`config.mk`:
```
export PLATFORM = sky130hd
export DESIGN_NAME = scs_unit
export DESIGN_NICKNAME = d
export VERILOG_FILES = /design/src/pkg/scs_pkg.sv /design/src/verilog/scs_shifter.sv /design/src/verilog/scs_compare.sv /design/src/verilog/scs_unit.sv
export SDC_FILE = /design/constraint.sdc
export NUM_CORES = 1
export LEC_CHECK = 0
export BUFFER_PORTS_ARGS = -buffer_cell sky130_fd_sc_hd__buf_2
export CAP_MARGIN = 20
export CORE_MARGIN = 2
export CORE_UTILIZATION = 60
export DETAILED_ROUTE_END_ITERATION = 6
export HOLD_SLACK_MARGIN = 0.05
export PLACE_DENSITY = 0.85
export SYNTH_ARGS = -nofsm -noshare
export SYNTH_HDL_FRONTEND = slang
export SYNTH_SLANG_ARGS = --single-unit
```
`constraint.sdc`:
```
create_clock -name clk -period 2 [get_ports clk]
set_clock_uncertainty 0.15 [all_clocks]
set_input_delay 0.4 -clock clk [delete_from_list [all_inputs] [get_ports clk]]
set_output_delay 0.4 -clock clk [all_outputs]
set_load 0.005 [all_outputs]
```
`src/pkg/scs_pkg.sv`:
```
package scs_pkg;

    // primary opcodes
    localparam logic [5:0] OP_REGFMT   = 6'h00;
    localparam logic [5:0] OP_LT_IMM   = 6'h0a;
    localparam logic [5:0] OP_LTU_IMM  = 6'h0b;
    localparam logic [5:0] OP_ST_HALF  = 6'h29;
    localparam logic [5:0] OP_ST_DW_R  = 6'h2d;
    // function codes under the register format opcode
    localparam logic [5:0] FN_SHL_IMM  = 6'h00;
    localparam logic [5:0] FN_ASR_IMM  = 6'h03;
    localparam logic [5:0] FN_SHL_VAR  = 6'h04;
    localparam logic [5:0] FN_LT_REG   = 6'h2a;
    localparam logic [5:0] FN_LTU_REG  = 6'h2b;

    // instruction field positions
    localparam int OPC_LSB  = 26;
    localparam int SRC1_LSB = 21;
    localparam int SRC2_LSB = 16;
    localparam int RD_LSB   = 11;
    localparam int AMT_LSB  = 6;

    // transfer size codes sent to memory
    localparam logic [2:0] SIZE_HALF   = 3'h1;
    localparam logic [2:0] SIZE_DWORD  = 3'h7;

    // reset values
    localparam logic [63:0] RST_DATA   = 64'h0000_0000_0000_0000;
    localparam logic [4:0]  RST_REG    = 5'h00;

    typedef enum logic [1:0] {
        SCS_EXC_NONE     = 2'b00,
        SCS_EXC_RESERVED = 2'b01,
        SCS_EXC_ADDRESS  = 2'b10
    } scs_exc_t;

    typedef struct packed {
        logic        valid;
        logic [31:0] instr;
        logic [63:0] src_a;   // first_source_field / base value
        logic [63:0] src_b;   // target_source_field value
        logic        mode64;
        logic        user_or_super;
        logic        cpu_byte_order;
        logic        memory_byte_order;
    } scs_req_t;

    typedef struct packed {
        logic        wr_en;
        logic [4:0]  wr_reg;
        logic [63:0] wr_data;
    } scs_wb_t;

    typedef struct packed {
        logic        st_en;
        logic [63:0] virtual_addr;
        logic [2:0]  phys_offset;
        logic [2:0]  transfer_size_code;
        logic [63:0] data;
        logic [7:0]  byte_en;
    } scs_mem_t;

endpackage

```
`src/verilog/scs_shifter.sv`:
```
`timescale 1ns/1ps
module scs_shifter (
    // operand and control
    input  wire logic [63:0] value,
    input  wire logic [4:0]  amount,
    input  wire logic        arith_right,
    input  wire logic        mode64,
    // result
    output logic [63:0]      result
);
    logic [31:0] word_in;
    logic [31:0] word_left;
    logic [31:0] word_right;
    logic [31:0] word_out;

    assign word_in    = value[31:0];
    assign word_left  = word_in << amount;
    assign word_right = 32'($signed(word_in) >>> amount);
    assign word_out   = arith_right ? word_right : word_left;
    // in 64-bit mode sign-extend from bit 31 even for zero amount; otherwise zero-extend
    assign result = mode64 ? {{32{word_out[31]}}, word_out}
                           : {32'h0000_0000, word_out};
endmodule

```
`src/verilog/scs_compare.sv`:
```
`timescale 1ns/1ps
module scs_compare (
    // operands
    input  wire logic [63:0] lhs,
    input  wire logic [63:0] rhs,
    input  wire logic        is_unsigned,
    // verdict
    output logic             less
);
    logic [64:0] diff;
    logic        ovf;
    logic        s_less;

    // 65-bit difference; borrow bit gives the unsigned answer
    assign diff   = {1'b0, lhs} - {1'b0, rhs};
    // sign of difference corrected for overflow, so no trap is needed
    assign ovf    = (lhs[63] ^ rhs[63]) & (lhs[63] ^ diff[63]);
    assign s_less = diff[63] ^ ovf;
    assign less   = is_unsigned ? diff[64] : s_less;
endmodule

```
`src/verilog/scs_unit.sv`:
```
`timescale 1ns/1ps
module scs_unit (
    // clock and reset
    input  wire logic            clk,
    input  wire logic            rstn,
    // request from decode
    input  wire scs_pkg::scs_req_t req,
    // results, one cycle after the request
    output scs_pkg::scs_wb_t     wb,
    output scs_pkg::scs_mem_t    mem,
    output scs_pkg::scs_exc_t    exc,
    output logic                 illegal
);
    ////////////////////////////////////////////////////////////////////////
    logic [5:0]  opc;
    logic [5:0]  fn;
    logic [4:0]  src1_f;
    logic [4:0]  src2_f;
    logic [4:0]  rd_f;
    logic [4:0]  amt_f;
    logic [63:0] imm_sx;
    logic [63:0] eff_addr;

    assign opc    = req.instr[scs_pkg::OPC_LSB +: 6];
    assign fn     = req.instr[5:0];
    assign src1_f = req.instr[scs_pkg::SRC1_LSB +: 5];
    assign src2_f = req.instr[scs_pkg::SRC2_LSB +: 5];
    assign rd_f   = req.instr[scs_pkg::RD_LSB +: 5];
    assign amt_f  = req.instr[scs_pkg::AMT_LSB +: 5];
    assign imm_sx = {{48{req.instr[15]}}, req.instr[15:0]};
    assign eff_addr = req.src_a + imm_sx;

    ////////////////////////////////////////////////////////////////////////
    // decode
    logic is_rf;
    logic dec_shl_i;
    logic dec_shl_v;
    logic dec_asr_i;
    logic dec_lt_r;
    logic dec_ltu_r;
    logic dec_lt_i;
    logic dec_ltu_i;
    logic dec_sth;
    logic dec_stdr;
    logic any_shift;
    logic any_cmp;

    assign is_rf     = req.valid && (opc == scs_pkg::OP_REGFMT);
    assign dec_shl_i = is_rf && fn == scs_pkg::FN_SHL_IMM
                       && src1_f == 5'h00;
    assign dec_asr_i = is_rf && fn == scs_pkg::FN_ASR_IMM
                       && src1_f == 5'h00;
    assign dec_shl_v = is_rf && fn == scs_pkg::FN_SHL_VAR;
    assign dec_lt_r  = is_rf && fn == scs_pkg::FN_LT_REG;
    assign dec_ltu_r = is_rf && fn == scs_pkg::FN_LTU_REG;
    assign dec_lt_i  = req.valid && opc == scs_pkg::OP_LT_IMM;
    assign dec_ltu_i = req.valid && opc == scs_pkg::OP_LTU_IMM;
    assign dec_sth   = req.valid && opc == scs_pkg::OP_ST_HALF;
    assign dec_stdr  = req.valid && opc == scs_pkg::OP_ST_DW_R;
    assign any_shift = dec_shl_i || dec_shl_v || dec_asr_i;
    assign any_cmp   = dec_lt_r || dec_ltu_r || dec_lt_i || dec_ltu_i;

    ////////////////////////////////////////////////////////////////////////
    // shifts
    logic [4:0]  shf_amt;
    logic [63:0] shf_res;

    // variable form takes only the low five bits of the first source
    assign shf_amt = dec_shl_v ? req.src_a[4:0] : amt_f;

    // no operand check: sign-extension happens on output only
    scs_shifter u_shift (
        .value       (req.src_b),
        .amount      (shf_amt),
        .arith_right (dec_asr_i),
        .mode64      (req.mode64),
        .result      (shf_res)
    );

    ////////////////////////////////////////////////////////////////////////
    // compares
    logic [63:0] cmp_rhs;
    logic        cmp_uns;
    logic        cmp_less;

    // both immediate forms sign-extend, even the unsigned one
    assign cmp_rhs = (dec_lt_i || dec_ltu_i) ? imm_sx : req.src_b;
    assign cmp_uns = dec_ltu_r || dec_ltu_i;

    // overflow-corrected; no overflow exception path exists
    scs_compare u_cmp (
        .lhs         (req.src_a),
        .rhs         (cmp_rhs),
        .is_unsigned (cmp_uns),
        .less        (cmp_less)
    );

    ////////////////////////////////////////////////////////////////////////
    // store-doubleword-right merge
    logic [2:0]  byte_idx;
    logic [2:0]  dwr_size;
    logic [2:0]  dwr_off;
    logic [63:0] dwr_data;
    logic [7:0]  dwr_be;
    logic        dwr_resv;

    assign byte_idx = eff_addr[2:0] ^ {3{req.cpu_byte_order}};
    assign dwr_size = 3'h7 - eff_addr[2:0];
    assign dwr_off  = req.memory_byte_order ? 3'h0 : eff_addr[2:0];
    // register low bytes land from byte n upward; lower bytes kept
    assign dwr_data = req.src_b << {byte_idx, 3'b000};
    assign dwr_be   = 8'hff << byte_idx;
    assign dwr_resv = !req.mode64 && req.user_or_super;

    ////////////////////////////////////////////////////////////////////////
    // store-halfword
    logic        half_misal;
    logic [7:0]  half_be;
    logic [63:0] half_data;

    assign half_misal = eff_addr[0];
    assign half_be    = 8'h03 << {eff_addr[2:1], 1'b0};
    assign half_data  = {48'h0000_0000_0000, req.src_b[15:0]}
                        << {eff_addr[2:1], 4'b0000};

    ////////////////////////////////////////////////////////////////////////
    // next values
    scs_pkg::scs_wb_t  next_wb;
    scs_pkg::scs_mem_t next_mem;
    scs_pkg::scs_exc_t next_exc;
    logic              next_illegal;
    logic              st_ok_dwr;
    logic              st_ok_half;
    logic [4:0]        cmp_dst;

    assign st_ok_dwr  = dec_stdr && !dwr_resv;
    assign st_ok_half = dec_sth && !half_misal;
    // register compares write the destination field, immediates the target
    assign cmp_dst   = (dec_lt_r || dec_ltu_r) ? rd_f : src2_f;

    assign next_wb.wr_en   = any_shift || any_cmp;
    assign next_wb.wr_reg  = any_shift ? rd_f :
                             any_cmp   ? cmp_dst : scs_pkg::RST_REG;
    assign next_wb.wr_data = any_shift ? shf_res :
                             {63'h0, cmp_less};

    assign next_mem.st_en        = st_ok_dwr || st_ok_half;
    assign next_mem.virtual_addr = eff_addr;
    assign next_mem.phys_offset  = dec_stdr ? dwr_off :
                                   (req.memory_byte_order ? 3'h0
                                                          : eff_addr[2:0]);
    assign next_mem.transfer_size_code = dec_stdr ? dwr_size
                                                  : scs_pkg::SIZE_HALF;
    assign next_mem.data    = dec_stdr ? dwr_data : half_data;
    assign next_mem.byte_en = st_ok_dwr  ? dwr_be  :
                              st_ok_half ? half_be : 8'h00;

    assign next_exc = (dec_stdr && dwr_resv) ? scs_pkg::SCS_EXC_RESERVED :
                      (dec_sth && half_misal) ? scs_pkg::SCS_EXC_ADDRESS :
                                                scs_pkg::SCS_EXC_NONE;

    // valid instruction this unit does not own
    assign next_illegal = req.valid && !any_shift && !any_cmp
                          && !dec_sth && !dec_stdr;

    ////////////////////////////////////////////////////////////////////////
    always_ff @(posedge clk or negedge rstn) begin
        if (!rstn) begin
            wb      <= '0;
            mem     <= '0;
            exc     <= scs_pkg::SCS_EXC_NONE;
            illegal <= 1'b0;
        end else begin
            wb      <= next_wb;
            mem     <= next_mem;
            exc     <= next_exc;
            illegal <= next_illegal;
        end
    end
endmodule

```
==> impl.org, run 1 <==
** Run status
- First logged error message :: [ERROR DPL-0038] Utilization greater than 100%, impossible to legalize
- The flow stopped in clock tree synthesis (4_1_cts).
- The run stopped with a tool error.

** Place
- Dpl ws :: -2.19 ns
- Once detailed placement completed, the half-perimeter wirelength came to 65900 um.
- Port buffering added 382 buffers.
- After detailed placement, the design holds a cell count of 3200.
- Final weighted congestion in routability-driven placement :: 1.21

** Logic synthesis
- After synthesis, the cell types taking the most area are dfrtp_1 (28%), mux2i_1 (12%), ha_1 (9.4%).
- Syn nets :: 2247
- Post-synth top area cell :: dfrtp_1
- Synth Register Bits :: 185
- The share of the Yosys chip area taken by registers is 0.276.
- After synthesis, the most frequently instantiated cells are mux2i_1 (207), a21oi_1 (204), dfrtp_1 (185), nand2_1 (185), ha_1 (126).
- Count of warnings emitted by yosys :: 0
- Number of flops mapped to enable cells by yosys :: 0
- Avg Synthesized Cell Area :: 8.58 um2
- Post-synthesis async set-or-reset flop share :: 1.00
- In the post-synthesis netlist, the cell with the most instances is mux2i_1.
- Counting every instance in the synthesized netlist gives 1952.
- After synthesis the cells add up to 0.0167 mm2.
- Most used flip-flop cell after synthesis :: dfrtp_1
- Top-area cell type share of the netlist area :: 0.276
- Yosys mapped the design onto 78 distinct sky130hd cell types.

** Floorplanning
- Chip width :: 171 um
- For this configuration, the core starts out at a cell density of 0.606.
- Num rows :: 61
- Vertical die dimension :: 171 um
- 383 I/O pins were placed.

** Clocking
- Counting the buffers created by CTS gives 17.
- Post-CTS Repair Setup Buffers :: 132
- Resized cells post-CTS :: 600
- Number of sinks handled by clock tree synthesis :: 185
- Maximum level of the CTS H-tree :: 4
- Cell chosen for the clock root :: clkbuf_16
- Buffers from clock root to sink, at most :: 2
- Count of hold buffers inserted by post-cts repair :: 6
-- kinds of logic after synthesis --
logic type,after synthesis,synth area share
xor+xnor,65,0.0340
mux,233,0.150
simple gates,496,0.137
flops,185,0.276
fa+ha+maj,128,0.0965
compound gates,640,0.249
buf+inv,205,0.0577
-- metrics by stage --
stage               TNS, ns  cell area (um2)
global placement    -157.58            24200
detailed placement  -173.72            24200
floorplan            -84.34            17700
==> run 2: changes to the inputs <==
--- a/config.mk
+++ b/config.mk
@@ -8,10 +8,9 @@
 export BUFFER_PORTS_ARGS = -buffer_cell sky130_fd_sc_hd__buf_2
 export CAP_MARGIN = 20
 export CORE_MARGIN = 2
-export CORE_UTILIZATION = 60
+export CORE_UTILIZATION = 40
 export DETAILED_ROUTE_END_ITERATION = 6
-export HOLD_SLACK_MARGIN = 0.05
-export PLACE_DENSITY = 0.85
+export PLACE_DENSITY_LB_ADDON = 0.15
 export SYNTH_ARGS = -nofsm -noshare
 export SYNTH_HDL_FRONTEND = slang
 export SYNTH_SLANG_ARGS = --single-unit
==> run 2 against run 1 <==
The flow now finishes, with violations (negative setup slack). Area after synthesis unchanged. Synthesized cell count unchanged.
==> impl.org, run 2 <==
** Run status
- Status :: finished, violations left (was aborted with a tool error)
- Violated checks :: negative setup slack

** Place
- The last weighted congestion value of the routability-driven placer was 0.992 (was 1.21).
- Port buffer count :: 382 (unchanged)
- The half-perimeter wire length of the detailed placement result is 65100 um (was 65900 um).

** Logic synthesis
- Post-synth top area cell :: dfrtp_1 (unchanged)
- Share of synthesized cell area in full adder, half adder and majority cells :: 0.0965 (unchanged)
- Post-synthesis async set-or-reset flop share :: 1.00 (unchanged)
- Combinational family with the most area after synthesis :: compound AO/OA/AOI/OAI gates (unchanged)
- The top cell type's share of synthesized area was 0.276 (unchanged).
- The portion of the post-synthesis area used by sequential elements was 0.276 (unchanged).
- The most used flip-flop cell after synthesis was dfrtp_1 (unchanged).
- The number of unique standard cell types used by synthesis came to 78 (unchanged).
- The post-synthesis share of cell area spent on xor and xnor gates was 0.0340 (unchanged).
- Cell types occupying the most area after synthesis :: dfrtp_1 (28%), mux2i_1 (12%), ha_1 (9.4%) (unchanged)
- Synthesized netlist cell count :: 1952 (unchanged)
- The post-synth design cell area was 0.0167 mm2 (unchanged).
- The compound-gate portion of the synthesized area came to 0.249 (unchanged).
- The number of nets in the synthesized netlist came to 2247 (unchanged).
- Share of synthesized cell area in and, or, nand and nor gates :: 0.137 (unchanged)
- Synth top cells by count :: mux2i_1 (207), a21oi_1 (204), dfrtp_1 (185), nand2_1 (185), ha_1 (126) (unchanged)
- The count of state elements after synthesis is 185 (unchanged).
- Mux share of post-synthesis cell area :: 0.150 (unchanged)
- The most common cell in the synthesized netlist was mux2i_1 (unchanged).
- The average instance area after synthesis came to 8.58 um2 (unchanged).
- Number of flops mapped to enable cells by yosys :: 0 (unchanged)
- Count of warnings emitted by yosys :: 0 (unchanged)

** Worst setup path
- In this run the worst setup path begins at req[160].
- The worst setup path is of the input pin to flop kind.
- Worst Path Arrival :: 3.77 ns
- CP max FO :: 8
- WP data required :: 2.25 ns
- Launching element type of the critical path :: input pin
- CP endpoint kind :: flop

** Final layout
- Largest reg by FF count :: mem
- In the final layout, the share of cells above drive strength 1 is 0.590.
- Commonest cells after routing, fill and taps aside :: buf_4 (672), buf_2 (372), dfrtp_1 (185)
- In the final design database the tool counted 3352 nets.
- Flip-flop count of the largest register, all copies and words added :: 143
- Area growth from synthesis to layout :: 85.3%
- For this run, the share of the core covered by cells in the final layout is 0.755.
- Leaving out fill and tap cells, the most frequent cell in the layout is buf_4.
- The largest registers in the layout are mem x143, wb x39, exc x2.

** Hold path
- The path class of the tightest hold or removal check is input pin to flop.
- Hold Path Origin :: req[143]
- Number of cells on the worst hold path :: 3

** Detailed routing
- The count of nets left with antenna violations once routing finished came out at 0.
- For this block, the initial DRC count from the detailed router was 1953.
- Aggregate routed wire length :: 89500 um
- DR WL/cell :: 24.8 um
- The first detailed-routing pass ran for 6 iterations.
- Post-DR vias/cell :: 5.94
- Total via count after detailed routing :: 21400
- Detailed-route DRC error count :: 0

** Clocking
- The root buffer cell is clkbuf_16 (unchanged).
- Clock-pin slew was measured on the worst setup and hold paths at 0.08 ns.
- Buffers from clock root to sink, at most :: 2 (unchanged)
- The number of clock sinks seen by CTS is 185 (unchanged).
- The depth of the CTS H-tree is 4 (unchanged).
- The CTS buffer count is 17 (unchanged).
- TritonCTS clock tree :: yes

** Timing
- In the post-route analysis, the smallest setup slack over all paths is -1.52 ns.
- Post-route minimum period :: 3.52 ns
- Setup Viol. Count Final :: 152
- Dividing the final minimum period by the clock period gives 1.76.
- For the pin with the worst max-slew slack, the measured transition is 1.01 ns.
- The final max-slew violation count is 0.
- The worst pin sits at a relative slew slack of 0.327.
- The hold violation total from the final report was 0.
- For this run, the top clock speed supported by timing is 284 MHz.
- Unrepaired setup endpoints after global routing :: true

** Power and ir drop
- In this run the power density over the cells is 556 mW/mm2.
- Total Power :: 17.3 mW
- IR analysis of the VDD net gives a maximum drop of 713 uV.
- For this design the static power due to leakage is 14.8 nW.

** Floorplanning
- The die height is 209 um (was 171 um).
- The floorplan step defined a die boundary enclosing 0.0435 mm2.
- The horizontal extent of the die was 209 um (was 171 um).
- The total I/O pin count was 383 (unchanged).
- The number of placement rows was 74 (was 61).
- Starting density of the core :: 0.407 (was 0.606)
- The region available for standard cell placement spans 0.0411 mm2.

** Global routing
- Total track usage :: 0.390
- Entering global routing, the biggest net connects 51 pins.
- The number of global-route vias before repair came to 21100.
- Antenna violations before repair :: 17
- Summed over all layers, the global routing overflow is 0.
- Wire length of the first global-routing pass :: 128000 um

** Flow run
- Number of maximum-capacitance constraint violations :: 0
run 2: cell counts after synthesis:
No cell type changed its count.
run 2: routing by layer:
metal  GRT usage  part of all wire
met1       0.464              0.38
met4       0.231             0.070
met5           0            0.0015
met3      0.0927             0.088
met2       0.643              0.46
run 2: cell type report:
class | instances | area [um2]
multi-input cells | 1563 | 15000
fillers | 2871 | 10100
repair buffers | 1258 | 9970
flip-flops and latches | 185 | 4630
well taps | 532 | 666
clock buffers | 18 | 439
clock inverters | 14 | 178
inverters | 32 | 120
diodes | 3 | 7.51
run 2: final timing paths:
check                          end  slack [ns]
setup / recovery             wb[0]       -1.52
hold / removal              wb[64]        0.08
max in group asynchronous  mem[98]        0.85
min in group asynchronous  mem[24]        0.24
run 2: kinds of logic after synthesis:
| family | count (synthesis) |
|---|---|
| AND/OR/NAND/NOR | 496 |
| flip-flops | 185 |
| adder cells (fa/ha/maj) | 128 |
| AO/OA/AOI/OAI | 640 |
| multiplexers | 233 |
| buffers and inverters | 205 |
| XOR/XNOR | 65 |
run 2: through the flow:
stage	std cells	cell area (um2)	TNS (ns)	hold slack (ns)	setup WS [ns]
floorplan	1952	17700	-84.34	-0.0456	-1.51
global placement	3399	24800	-171.30	0.200	-1.90
detailed placement	3399	24800	-172.72	0.214	-2.07
CTS	3537	28900	-69.38	0.0628	-1.32
global route	3603	31000	-105.40	0.0892	-1.71
finish	3605	31000	-94.20	0.0820	-1.52
run 2: critical path, stage by stage:
cell	delay, ns
buf_8	0.10
nor3b_4	0.21
and3_4	0.23
buf_12	0.14
and2_4	0.22
clkbuf_16	0.17
a21oi_2	0.03
ha_1	0.30
nand4_1	0.15
nor2_2	0.19
nand2_2	0.09
nor3_4	0.22
nand2_2	0.10
nor4_4	0.25
a31oi_2	0.15
fa_2	0.37
a21oi_2	0.15
o41ai_2	0.09
a21boi_2	0.18
run 2: power by group:
part           internal [mW]  total (mW)  switching, mW
clock                   1.82        3.63           1.81
combinational           4.71        9.35           4.64
sequential              4.16        4.28          0.127
run 2: repair_timing:
item,4_1_cts,5_1_grt
cloned,10,3
pin swaps,169,204
endpoints found under the hold margin,46,0
setup buffers,99,90
gates resized for setup,524,319
setup endpoints to repair,192,194
hold buffers,9,0
(Power assumes the default switching activity.)
